## src/logic/run_cmd_params.svh

```systemverilog
// Constants for the run command source selector
// Operation
// Run commands come only from the selected source 0..5.
// Keypad: forward key runs forward, reverse key runs reverse, stop key stops.
// Scheme one: forward input runs forward, reverse input runs reverse.
// Scheme one: both inputs on or both off means stop.
// Scheme two: forward input is run, reverse input picks direction.
// Terminal schemes wait a programmable run-on delay, 0 to 100 s, default 1 s.
// Any of 11 inputs acts as forward or reverse by function code 1 or 2.
// Serial source takes run commands only from the RS-485 link.
// Holds station id 1..250 default 1, protocol default Modbus RTU, baud default 9600.
// Selector writes outside 0..5 are ignored, old source kept. Code checks only bits 2:0, so a write of 8 selects source 0.
`ifndef RUN_CMD_PARAMS_SVH
`define RUN_CMD_PARAMS_SVH
`define ADDR_SOURCE 8'h00
`define ADDR_DELAY 8'h04
`define ADDR_FUNC_LO 8'h08
`define ADDR_FUNC_HI 8'h0C
`define ADDR_FUNC_TOP 8'h10
`define ADDR_SERIAL 8'h14
`define ADDR_STATUS 8'h18
`define ADDR_INPUTS 8'h1C
`define SOURCE_RESET 3'h1
`define SOURCE_MAX 3'h5
`define DELAY_RESET 14'h0064
`define DELAY_MAX 14'h2710
`define FUNC_MAX 6'h33
`define FUNC_FORWARD 6'h01
`define FUNC_REVERSE 6'h02
`define STATION_RESET 8'h01
`define STATION_MIN 8'h01
`define STATION_MAX 8'hFA
`define PROTO_RESET 4'h0
`define BAUD_RESET 4'h3
`define BAUD_MAX 4'h5
`define CLOCK_HZ 125000000
`define DELAY_UNIT_MS 10
`define CYCLES_PER_UNIT (`CLOCK_HZ / 1000 * `DELAY_UNIT_MS)
`endif

```

## src/logic/run_cmd_pkg.sv

```systemverilog
// Types for the run command source selector
package run_cmd_pkg;
    typedef enum logic [2:0] {
        SRC_KEYPAD = 3'b000,
        SRC_SCHEME_ONE = 3'b001,
        SRC_SCHEME_TWO = 3'b010,
        SRC_SERIAL = 3'b011,
        SRC_FIELD_BUS = 3'b100,
        SRC_PLC = 3'b101
    } source_t;
    typedef enum logic [1:0] {
        RUN_IDLE = 2'b00,
        RUN_WAIT = 2'b01,
        RUN_ON = 2'b10
    } run_state_t;
endpackage

```

## src/logic/run_on_delay.sv

```systemverilog
// Run-on delay timer for terminal commands
`timescale 1ns/1ps
`include "run_cmd_params.svh"
module run_on_delay #(
    parameter int unsigned CYCLES_PER_UNIT = `CYCLES_PER_UNIT
) (
    input wire logic aclk,
    input wire logic aresetn,
    input wire logic request,
    input wire logic [13:0] delay_units,
    output logic expired
);
    logic [31:0] cycle_reg, cycle_next;
    logic [13:0] unit_reg, unit_next;
    logic expired_reg, expired_next;

    always_comb begin
        cycle_next = cycle_reg;
        unit_next = unit_reg;
        expired_next = expired_reg;
        if (!request) begin
            cycle_next = '0;
            unit_next = '0;
            expired_next = 1'b0;
        end else if (!expired_reg) begin
            if (unit_reg >= delay_units) begin
                expired_next = 1'b1;
            end else if (cycle_reg >= CYCLES_PER_UNIT - 1) begin
                cycle_next = '0;
                unit_next = unit_reg + 14'h0001;
            end else begin
                cycle_next = cycle_reg + 32'h00000001;
            end
        end
    end

    always_ff @(posedge aclk) begin
        if (!aresetn) begin
            cycle_reg <= '0;
            unit_reg <= '0;
            expired_reg <= 1'b0;
        end else begin
            cycle_reg <= cycle_next;
            unit_reg <= unit_next;
            expired_reg <= expired_next;
        end
    end

    assign expired = expired_reg;
endmodule

```

## src/logic/run_command_source_selector.sv

```systemverilog
// Run command source selector with AXI4-Lite register access
`timescale 1ns/1ps
`include "run_cmd_params.svh"
module run_command_source_selector #(
    parameter int unsigned NUM_TERMINALS = 11,
    parameter int unsigned CYCLES_PER_UNIT = `CYCLES_PER_UNIT
) (
    input wire logic aclk,
    input wire logic aresetn,
    input wire logic [7:0] s_axil_awaddr,
    input wire logic s_axil_awvalid,
    output logic s_axil_awready,
    input wire logic [31:0] s_axil_wdata,
    input wire logic [3:0] s_axil_wstrb,
    input wire logic s_axil_wvalid,
    output logic s_axil_wready,
    output logic [1:0] s_axil_bresp,
    output logic s_axil_bvalid,
    input wire logic s_axil_bready,
    input wire logic [7:0] s_axil_araddr,
    input wire logic s_axil_arvalid,
    output logic s_axil_arready,
    output logic [31:0] s_axil_rdata,
    output logic [1:0] s_axil_rresp,
    output logic s_axil_rvalid,
    input wire logic s_axil_rready,
    input wire logic key_forward,
    input wire logic key_reverse,
    input wire logic key_stop,
    input wire logic [NUM_TERMINALS-1:0] terminal_inputs,
    input wire logic serial_run,
    input wire logic serial_reverse,
    input wire logic serial_stop,
    input wire logic field_bus_run,
    input wire logic field_bus_reverse,
    input wire logic plc_run,
    input wire logic plc_reverse,
    output logic run_active,
    output logic run_reverse,
    output run_cmd_pkg::source_t source_active
);
    import run_cmd_pkg::*;

    // Key and terminal pins cross two flops before use
    logic [NUM_TERMINALS+2:0] pin_meta_reg, pin_sync_reg;
    logic [NUM_TERMINALS-1:0] term_sync;
    logic key_fwd_s, key_rev_s, key_stop_s;

    source_t source_reg, source_next;
    logic [13:0] delay_reg, delay_next;
    logic [5:0] func_reg [NUM_TERMINALS], func_next [NUM_TERMINALS];
    logic [7:0] station_reg, station_next;
    logic [3:0] proto_reg, proto_next, baud_reg, baud_next;

    logic aw_hold_reg, aw_hold_next, w_hold_reg, w_hold_next;
    logic [7:0] aw_addr_reg, aw_addr_next;
    logic [31:0] w_data_reg, w_data_next;
    logic [3:0] w_strb_reg, w_strb_next;
    logic bvalid_reg, bvalid_next, rvalid_reg, rvalid_next;
    logic [1:0] bresp_reg, bresp_next, rresp_reg, rresp_next;
    logic [31:0] rdata_reg, rdata_next;
    run_state_t state_reg, state_next;
    logic run_reg, run_next, rev_reg, rev_next;
    logic want_run, want_rev, term_mode, delay_done, fwd_in, rev_in;

    function automatic logic [5:0] merge6(input logic [5:0] old, input logic [31:0] data,
                                          input logic [3:0] strb, input int unsigned lsb);
        logic [5:0] v;
        v = old;
        if (strb[lsb / 8] && data[lsb +: 6] <= `FUNC_MAX) begin
            v = data[lsb +: 6];
        end
        return v;
    endfunction

    always_ff @(posedge aclk) begin
        if (!aresetn) begin
            pin_meta_reg <= '0;
            pin_sync_reg <= '0;
        end else begin
            pin_meta_reg <= {key_stop, key_reverse, key_forward, terminal_inputs};
            pin_sync_reg <= pin_meta_reg;
        end
    end
    assign {key_stop_s, key_rev_s, key_fwd_s, term_sync} = pin_sync_reg;

    // Any terminal with code 1 or 2 acts as forward or reverse
    always_comb begin
        fwd_in = 1'b0;
        rev_in = 1'b0;
        for (int i = 0; i < NUM_TERMINALS; i++) begin
            fwd_in |= (func_reg[i] == `FUNC_FORWARD && term_sync[i]);
            rev_in |= (func_reg[i] == `FUNC_REVERSE && term_sync[i]);
        end
    end

    // Register bus
    logic do_write, do_read;
    assign do_write = aw_hold_reg && w_hold_reg && !bvalid_reg;
    assign do_read = s_axil_arvalid && !rvalid_reg;
    always_comb begin
        aw_hold_next = aw_hold_reg;
        w_hold_next = w_hold_reg;
        aw_addr_next = aw_addr_reg;
        w_data_next = w_data_reg;
        w_strb_next = w_strb_reg;
        bvalid_next = bvalid_reg;
        bresp_next = bresp_reg;
        rvalid_next = rvalid_reg;
        rdata_next = rdata_reg;
        rresp_next = rresp_reg;
        source_next = source_reg;
        delay_next = delay_reg;
        func_next = func_reg;
        station_next = station_reg;
        proto_next = proto_reg;
        baud_next = baud_reg;
        if (s_axil_awvalid && !aw_hold_reg) begin
            aw_hold_next = 1'b1;
            aw_addr_next = s_axil_awaddr;
        end
        if (s_axil_wvalid && !w_hold_reg) begin
            w_hold_next = 1'b1;
            w_data_next = s_axil_wdata;
            w_strb_next = s_axil_wstrb;
        end
        if (do_write) begin
            aw_hold_next = 1'b0;
            w_hold_next = 1'b0;
            bvalid_next = 1'b1;
            bresp_next = 2'b00;
            case (aw_addr_reg & 8'hFC)
                `ADDR_SOURCE: begin
                    if (w_strb_reg[0] && w_data_reg[2:0] <= `SOURCE_MAX) begin
                        source_next = source_t'(w_data_reg[2:0]);
                    end
                end
                `ADDR_DELAY: begin
                    if (w_strb_reg[1:0] == 2'b11 && w_data_reg[13:0] <= `DELAY_MAX) begin
                        delay_next = w_data_reg[13:0];
                    end
                end
                `ADDR_FUNC_LO, `ADDR_FUNC_HI, `ADDR_FUNC_TOP: begin
                    for (int i = 0; i < NUM_TERMINALS; i++) begin
                        if (i / 4 == int'((aw_addr_reg - `ADDR_FUNC_LO) >> 2)) begin
                            func_next[i] = merge6(func_reg[i], w_data_reg, w_strb_reg, (i % 4) * 8);
                        end
                    end
                end
                `ADDR_SERIAL: begin
                    if (w_strb_reg[0] && w_data_reg[7:0] >= `STATION_MIN && w_data_reg[7:0] <= `STATION_MAX) begin
                        station_next = w_data_reg[7:0];
                    end
                    if (w_strb_reg[1]) begin
                        proto_next = w_data_reg[11:8];
                    end
                    if (w_strb_reg[2] && w_data_reg[19:16] <= `BAUD_MAX) begin
                        baud_next = w_data_reg[19:16];
                    end
                end
                default: bresp_next = 2'b10;
            endcase
        end
        if (bvalid_reg && s_axil_bready) begin
            bvalid_next = 1'b0;
        end
        if (rvalid_reg && s_axil_rready) begin
            rvalid_next = 1'b0;
        end
        if (do_read) begin
            rvalid_next = 1'b1;
            rresp_next = 2'b00;
            rdata_next = '0;
            case (s_axil_araddr & 8'hFC)
                `ADDR_SOURCE: rdata_next = {29'h0, source_reg};
                `ADDR_DELAY: rdata_next = {18'h0, delay_reg};
                `ADDR_FUNC_LO, `ADDR_FUNC_HI, `ADDR_FUNC_TOP: begin
                    for (int i = 0; i < NUM_TERMINALS; i++) begin
                        if (i / 4 == int'((s_axil_araddr - `ADDR_FUNC_LO) >> 2)) begin
                            rdata_next[(i % 4) * 8 +: 6] = func_reg[i];
                        end
                    end
                end
                `ADDR_SERIAL: rdata_next = {12'h0, baud_reg, 4'h0, proto_reg, station_reg};
                `ADDR_STATUS: rdata_next = {27'h0, state_reg, 1'b0, rev_reg, run_reg};
                `ADDR_INPUTS: rdata_next = {16'h0, rev_in, fwd_in, 3'h0, 11'(term_sync)};
                default: rresp_next = 2'b10;
            endcase
        end
    end
    always_ff @(posedge aclk) begin
        if (!aresetn) begin
            aw_hold_reg <= 1'b0;
            w_hold_reg <= 1'b0;
            aw_addr_reg <= '0;
            w_data_reg <= '0;
            w_strb_reg <= '0;
            bvalid_reg <= 1'b0;
            bresp_reg <= 2'b00;
            rvalid_reg <= 1'b0;
            rdata_reg <= '0;
            rresp_reg <= 2'b00;
            source_reg <= source_t'(`SOURCE_RESET);
            delay_reg <= `DELAY_RESET;
            func_reg <= '{default: 6'h00};
            station_reg <= `STATION_RESET;
            proto_reg <= `PROTO_RESET;
            baud_reg <= `BAUD_RESET;
        end else begin
            aw_hold_reg <= aw_hold_next;
            w_hold_reg <= w_hold_next;
            aw_addr_reg <= aw_addr_next;
            w_data_reg <= w_data_next;
            w_strb_reg <= w_strb_next;
            bvalid_reg <= bvalid_next;
            bresp_reg <= bresp_next;
            rvalid_reg <= rvalid_next;
            rdata_reg <= rdata_next;
            rresp_reg <= rresp_next;
            source_reg <= source_next;
            delay_reg <= delay_next;
            func_reg <= func_next;
            station_reg <= station_next;
            proto_reg <= proto_next;
            baud_reg <= baud_next;
        end
    end

    // Command decode per source
    always_comb begin
        want_run = 1'b0;
        want_rev = rev_reg;
        term_mode = 1'b0;
        case (source_reg)
            SRC_KEYPAD: begin
                // Keys latch; stop has priority over a start key
                want_run = run_reg;
                if (key_stop_s) begin
                    want_run = 1'b0;
                end else if (key_fwd_s) begin
                    want_run = 1'b1;
                    want_rev = 1'b0;
                end else if (key_rev_s) begin
                    want_run = 1'b1;
                    want_rev = 1'b1;
                end
            end
            SRC_SCHEME_ONE: begin
                term_mode = 1'b1;
                want_run = fwd_in ^ rev_in;
                want_rev = rev_in && !fwd_in ? 1'b1 : (fwd_in && !rev_in ? 1'b0 : rev_reg);
            end
            SRC_SCHEME_TWO: begin
                term_mode = 1'b1;
                want_run = fwd_in;
                want_rev = rev_in;
            end
            SRC_SERIAL: begin
                want_run = (run_reg || serial_run) && !serial_stop;
                want_rev = serial_run ? serial_reverse : rev_reg;
            end
            SRC_FIELD_BUS: begin
                want_run = field_bus_run;
                want_rev = field_bus_reverse;
            end
            SRC_PLC: begin
                want_run = plc_run;
                want_rev = plc_reverse;
            end
            default: want_run = 1'b0;
        endcase
    end
    run_on_delay #(
        .CYCLES_PER_UNIT(CYCLES_PER_UNIT)
    ) u_delay (
        .aclk(aclk),
        .aresetn(aresetn),
        .request(term_mode && want_run && state_reg != RUN_ON),
        .delay_units(delay_reg),
        .expired(delay_done)
    );

    // Direction follows live; only the start is delayed
    always_comb begin
        state_next = state_reg;
        run_next = 1'b0;
        rev_next = want_rev;
        case (state_reg)
            RUN_IDLE: begin
                if (want_run) begin
                    state_next = term_mode ? RUN_WAIT : RUN_ON;
                    run_next = !term_mode;
                end else begin
                    rev_next = rev_reg;
                end
            end
            RUN_WAIT: begin
                if (!want_run || !term_mode) begin
                    state_next = RUN_IDLE;
                end else if (delay_done) begin
                    state_next = RUN_ON;
                    run_next = 1'b1;
                end
            end
            RUN_ON: begin
                run_next = want_run;
                if (!want_run) begin
                    state_next = RUN_IDLE;
                end
            end
            default: state_next = RUN_IDLE;
        endcase
    end
    always_ff @(posedge aclk) begin
        if (!aresetn) begin
            state_reg <= RUN_IDLE;
            run_reg <= 1'b0;
            rev_reg <= 1'b0;
        end else begin
            state_reg <= state_next;
            run_reg <= run_next;
            rev_reg <= rev_next;
        end
    end
    assign s_axil_awready = !aw_hold_reg;
    assign s_axil_wready = !w_hold_reg;
    assign s_axil_bvalid = bvalid_reg;
    assign s_axil_bresp = bresp_reg;
    assign s_axil_arready = !rvalid_reg;
    assign s_axil_rvalid = rvalid_reg;
    assign s_axil_rdata = rdata_reg;
    assign s_axil_rresp = rresp_reg;
    assign run_active = run_reg;
    assign run_reverse = rev_reg;
    assign source_active = source_reg;
endmodule

```

## config.mk

```make
export PLATFORM = sky130hd
export DESIGN_NAME = run_command_source_selector
export DESIGN_NICKNAME = d
export VERILOG_FILES = /design/src/logic/run_cmd_pkg.sv /design/src/logic/run_on_delay.sv /design/src/logic/run_command_source_selector.sv
export VERILOG_INCLUDE_DIRS = /design/src /design/src/logic
export SDC_FILE = /design/constraint.sdc
export NUM_CORES = 1
export LEC_CHECK = 0
export ABC_CLOCK_PERIOD_IN_PS = 3180
export BUFFER_PORTS_ARGS = -buffer_cell sky130_fd_sc_hd__buf_4
export CAP_MARGIN = 0
export CORE_MARGIN = 3
export CORE_UTILIZATION = 55
export DETAILED_ROUTE_END_ITERATION = 6
export PLACE_DENSITY = 0.82
export SYNTH_ARGS = -nofsm -noshare
export SYNTH_HDL_FRONTEND = slang
export SYNTH_SLANG_ARGS = --single-unit
export TNS_END_PERCENT = 1
```

## constraint.sdc

```tcl
create_clock -name aclk -period 3.18 [get_ports aclk]
set_input_delay 0.318 -clock aclk [delete_from_list [all_inputs] [get_ports aclk]]
set_output_delay 0.318 -clock aclk [all_outputs]
set_load 0.02 [all_outputs]
```

# [After elaboration in Yosys (flattened, before gate mapping)]
# Index checks and enable logic that the tools add are counted.
[word_totals] register_bits=256 in_bits=80
[op_classes] addsub=4 order_cmp=11 n_eq_ne=50 mux=48 bitwise_logic=24 n_reduce_logical=88
[ops] op="$eq 6x2->1 const B" n=15
[ops] op="$eq 6x1->1 const B" n=13
[ops] op="$mux 6" n=12
[ops] op="$logic_not 32->1" n=2
[ops] op="$reduce_and 4->1" n=11
[ops] op="$logic_and 1x1->1" n=43
[ops] op="$eq 6x3->1 const B" n=6
[ops] op="$pmux 6 s6" n=1
[ops] op="$add 32x1->32 const B" n=1
[ops] op="$ge 32x21->1 const B" n=1
[ops] op="$mux 32" n=1
[ops] op="$le 6x6->1 const B" n=4
[ops] op="$pmux 6 s4" n=1
[ops] op="$reduce_and 3->1" n=7
[ops] op="$or 1x1->1" n=20
[ops] op="$mux 1" n=19
[ops] op="$sub 8x4->9 const B" n=2
[ops] op="$logic_not 8->1" n=2
[ops] op="$mux 2" n=8
[ops] op="$add 14x1->14 const B" n=1
[ops] op="$eq 2x7->1 const A" n=2
[ops] op="$eq 3x7->1 const A" n=2
[ops] op="$ge 14x14->1" n=1
[ops] op="$le 14x14->1 const B" n=1
[ops] op="27 further kinds" n=49

# [Logic depth before layout (Yosys ltp)]
[depth] word_depth=19 ltp_mapped=14 mapped_depth_nobuf=13

# [Cells and area by module]
# Synthesis repeated with hierarchy kept, for this count alone.
[hier_totals] hier_cells=1322 hier_area_um2=11733.8
[modules_own_cells] module="run_command_source_selector" n_inst=1 cells_each=1000 area_per_inst_um2=9120.0 seq_area_each_um2=4023.9
[modules_own_cells] module="run_on_delay" n_inst=1 cells_each=322 area_per_inst_um2=2613.8 seq_area_each_um2=940.9

# [Least setup slack after synthesis]
# Ideal clock, no wire load.
[synth_timing] kind="register to register" from="register pin_sync_reg[10]" to="register u_delay.cycle_reg[0]" arrival_time_ns=2.547 required_ns=3.052 setup_slack_ns=0.506 path_stages_with_launch=14 path_buffers=1 synth_period_minus_slack_ns=2.674 cell_sequence="dfxtp_1 -> nor2b_1 -> nand4b_1 -> o2111ai_1 -> nor4_1 -> nand2_1 -> ha_1 -> nor3b_1 -> a21oi_1 -> o221ai_1 -> and4b_1 -> o21bai_1 -> clkbuf_1 -> nor2_1"
[synth_between] elab_chain_len=7
[synth_lines] element="from (decl)" line_no="run_command_source_selector.sv:45" text="logic [NUM_TERMINALS+2:0] pin_meta_reg, pin_sync_reg;"
[synth_lines] element="from (signal assigned)" line_no="run_command_source_selector.sv:82" text="pin_sync_reg <= pin_meta_reg;"
[synth_lines] element="$logic_and 1x1->1 (on tied branches)" line_no="run_command_source_selector.sv:92, run_command_source_selector.sv:93"
[synth_lines] element="$or 1x1->1 (on tied branches)" line_no="run_command_source_selector.sv:92, run_command_source_selector.sv:93"
[synth_lines] element="$xor 1x1->1" line_no="run_command_source_selector.sv:250" text="want_run = fwd_in ^ rev_in;"
[synth_lines] element="$pmux 1 s6 (*)" line_no="run_command_source_selector.sv:234" text="case (source_reg)"
[synth_lines] element="$logic_and 1x1->1 (*) (2 in series)" line_no="run_command_source_selector.sv:278" text=".request(term_mode && want_run && state_reg != RUN_ON),"
[synth_lines] element="$reduce_and 2->1 (no line) (*)"
[synth_lines] element="to (signal assigned)" line_no="run_on_delay.sv:43" text="cycle_reg <= cycle_next;"
[synth_lines] element="to (decl)" line_no="run_on_delay.sv:13" text="logic [31:0] cycle_reg, cycle_next;"
# Mark *: on every way between the ends. The rest lies on a longest branch, timed or not.
# A chain may end at the register's enable or synchronous reset.

# [Worst setup path in the final report]
[layout_timing] from="register func_reg[52] (netlist bit)" to="register u_delay.cycle_reg[13]"
[layout_between] elab_chain_len=16
[layout_lines] element="from (decl)" line_no="run_command_source_selector.sv:51" text="logic [5:0] func_reg [NUM_TERMINALS], func_next [NUM_TERMINALS];"
[layout_lines] element="from (signal assigned)" line_no="run_command_source_selector.sv:222" text="func_reg <= func_next;"
[layout_lines] element="$eq 6x1->1 (no line) or $eq 6x2->1 (tied branches)"
[layout_lines] element="$logic_and 1x1->1 (on tied branches)" line_no="run_command_source_selector.sv:92, run_command_source_selector.sv:93"
[layout_lines] element="$or 1x1->1 (on tied branches) (9 in series)" line_no="run_command_source_selector.sv:92, run_command_source_selector.sv:93"
[layout_lines] element="$xor 1x1->1" line_no="run_command_source_selector.sv:250"
[layout_lines] element="$pmux 1 s6 (*)" line_no="run_command_source_selector.sv:234"
[layout_lines] element="$logic_and 1x1->1 (*) (2 in series)" line_no="run_command_source_selector.sv:278"
[layout_lines] element="$reduce_and 2->1 (no line) (*)"
# Marks and branches as above.

==> flow_summary.json <==
{
  "critPathLaunch": "func_reg[52]",
  "final_cell_mix": "dfxtp_1 (248), nand2_1 (146), buf_4 (133)",
  "switching_share": 0.220,
  "syn_avg_cell_area_sq_um": 8.79,
  "hold_viol": 0,
  "gr-total-overflow": 0,
  "max_slew_margin": 0.303,
  "worstSkewPairLatency_ns": 0.52,
  "leakage_nw": 5.18,
  "multi_input_area_sq_mm": 0.00610,
  "cts_tree": "built",
  "reg2reg_depth": 15,
  "synth_cells": 1302,
  "place_congestion": 0.902,
  "wl_met2_microns": 13500,
  "whs_path_depth": 2,
  "p_sw_w": 0.00151,
  "crit_required_ns": 3.63,
  "fin_worst_skew_ns": 0.00803,
  "fin_nets": 1495,
  "synthFlopType": "dfxtp_1",
  "synth_top_family_by_area": "simple AND/OR/NAND/NOR gates",
  "cap_violations": 0,
  "synth.distinct_cells": 60,
  "layout_commonest_cell": "dfxtp_1",
  "ys_ff_latch": 248,
  "postRouteAntennaNets": 0,
  "power_density_mw_per_mm2": 508,
  "postCtsSetupBuffers": 0,
  "syn2layout_area_growth_pct": 18.1,
  "period_needed_ns": 3.05,
  "root_buffer": "clkbuf_16",
  "cp-end-kind": "register",
  "internal-power_w": 0.00535,
  "worst_pin_slew_ns": 1.04,
  "p_comb_frac": 0.057,
  "async_reset_ff_frac": 0,
  "finalCritPeriodShare": 0.958,
  "dr.pass1.iters": 5,
  "grt_pass1_wl_microns": 48100,
  "wl_met1_microns": 13400,
  "placed_cells": 1631,
  "die-area_sq_mm": 0.0226,
  "diodes": 0,
  "dr_wl_met3_microns": 2400,
  "fp.dieW_microns": 150,
  "antenna_found_initial": 0,
  "io_pins": 126,
  "r2r_end": "u_delay.cycle_reg[13]",
  "cp_max_fo": 32,
  "worst_ep_arrival_time_ns": 3.50,
  "port_buffers": 109,
  "min_path_type": "input pin to register",
  "die_height_microns": 150,
  "crit_type": "register to register",
  "worst-r2r-setup-slack_ns": 0.13,
  "synth_area_sq_mm": 0.0114,
  "grt_max_degree": 98,
  "min_from": "terminal_inputs[6]",
  "hold_slack_ns": 0.0122,
  "seq_area_sq_mm": 0.00496,
  "drive_gt1_frac": 0.141,
  "ctsLongestPathBuffers": 3,
  "power_frac_clock": 0.471,
  "seq_area_frac_synth": 0.434,
  "r2r_start": "func_reg[52]",
  "drtIter0Drc": 873,
  "stdcell_count": 1683,
  "largest_register_ffs": 66,
  "crit_path_start_kind": "register",
  "synth_edf_count": 0,
  "core_area_sq_mm": 0.0204,
  "seqPwrFrac": 0.472,
  "synth_xor_area_frac": 0.0283,
  "synthMuxAreaShare": 0.0981,
  "drv_slew": 0,
  "dp.final_hpwl_microns": 21100,
  "wire_per_inst_microns": 17.9,
  "status": "finished clean",
  "cts-buffers-inserted": 26,
  "htree_levels": 1,
  "drt-vias-per-instance": 5.79,
  "hold_end": "pin_meta_reg[6]",
  "first_global_vias": 9399,
  "wirelength_microns": 30100,
  "synthAdderAreaFrac": 0.0219,
  "grt_util_all_layers": 0.262,
  "yosys.area_share.simple": 0.245,
  "ir_drop_mv": 0.386,
  "rsz0062_at_grt": "false",
  "vias": 9746,
  "postLayoutSetupSlackWorst_ns": 0.133,
  "cts.clk_slew.worst_paths_ns": 0.06,
  "highest_layer": "met4",
  "std_cell_rows": 52,
  "fmax_mhz": 328,
  "finalSetupViolCount": 0,
  "setup_tns_ns": 0,
  "nFillCells": 1635,
  "yosys_warnings": 0,
  "initial_core_util": 0.562,
  "synth-compound-area-share": 0.134,
  "post-route-drc-count": 0,
  "numClockSinks": 248,
  "pre_cts_slack_ns": -0.245
}
## cell families (layout without fill, tap and decap cells)
logic type,count (synthesis),count (layout)
xor gates and xnor gates,37,37
AOI/OAI and AO/OA,235,235
adders and majority gates,20,20
muxes,111,111
other,1,6
and+or+nand+nor,542,542
DFF,248,248
buffers and inverters,108,214
## timing repair
action / in CTS / in global routing
hold endpoints to repair: 6 / 0
cloned: 0 / 0
hold buffers: 6 / 0
endpoints found under the setup margin: 32 / 47
pin swaps: 0 / 2
gates resized for setup: 3 / 7
## metrics by stage
step | instance area (sq um) | utilization | power [W]
final | 13500 | 0.663 | 0.00686
after global routing | 13500 | 0.663 | 0.00705
after global placement | 12500 | 0.613 | 0.00367
after CTS | 13500 | 0.662 | 0.00688
after detailed placement | 12500 | 0.613 | 0.00368
after floorplan | 11500 | - | 0.00351
## power groups by stage
stage	Clock [W]	Sequential, W	Combinational, W
after floorplan	0	0.00328	0.000236
after global placement	0	0.00330	0.000374
after detailed placement	0	0.00330	0.000381
after CTS	0.00326	0.00323	0.000389
after global routing	0.00339	0.00324	0.000425
final	0.00324	0.00324	0.000391
## how the worst max path moves through the flow
stage	endpoint	slack (ns)	depth (start not counted)
after floorplan	u_delay.cycle_reg[0]	0.51	13
after global placement	u_delay.unit_reg[9]	-0.14	13
after detailed placement	u_delay.unit_reg[2]	-0.25	13
after CTS	u_delay.cycle_reg[13]	0.03	15
after global routing	u_delay.cycle_reg[12]	0.005	15
final	u_delay.cycle_reg[13]	0.13	15
## synth_stat cells (8+ instances only)
library cell / instances / share of area
nor2_1: 102 / 0.033
nand4b_1: 18 / 0.014
o21ai_0: 11 / 0.0048
o21ai_1: 45 / 0.020
dfxtp_1: 248 / 0.43
ha_1: 20 / 0.022
o211a_1: 8 / 0.0070
a22oi_1: 9 / 0.0059
xor2_1: 28 / 0.021
clkbuf_1: 68 / 0.022
a21boi_1: 67 / 0.044
and3_1: 20 / 0.011
nor3b_1: 8 / 0.0053
xnor2_1: 9 / 0.0069
nand3_1: 38 / 0.017
nor3_1: 27 / 0.012
nor2b_1: 91 / 0.050
a21oi_1: 54 / 0.024
mux2i_1: 102 / 0.089
o211ai_1: 9 / 0.0059
and2_1: 33 / 0.018
nand4_1: 20 / 0.011
or3_1: 8 / 0.0044
nor4_1: 8 / 0.0044
nand2_1: 146 / 0.048
inv_1: 23 / 0.0075
## layer usage
layer  up-vias  GRT usage
met3        55     0.0397
li1       4705          -
met2       369      0.417
met5         -          0
met4         0     0.0828
met1      4617      0.370
## worst max-delay path, stage by stage (launching register included)
cell      delay [ns]
dfxtp_1         0.36
nor3_1          0.08
and4b_1         0.23
a21oi_2         0.13
o311ai_1        0.12
or3_4           0.43
inv_2           0.08
ha_1            0.23
nor3b_2         0.16
a21oi_1         0.07
o221ai_2        0.22
and4b_2         0.32
buf_4           0.13
o21bai_2        0.07
buf_12          0.19
a21oi_1         0.13
## area by class of cell
type	instances	area share
well taps	270	0.0250
clock buffers	36	0.0570
clock inverters	10	0.0113
repair buffers	140	0.0798
inverters	28	0.00778
multi-input cells	951	0.452
flip-flops and latches	248	0.368
Note: power is estimated with default switching activity, not from simulation.
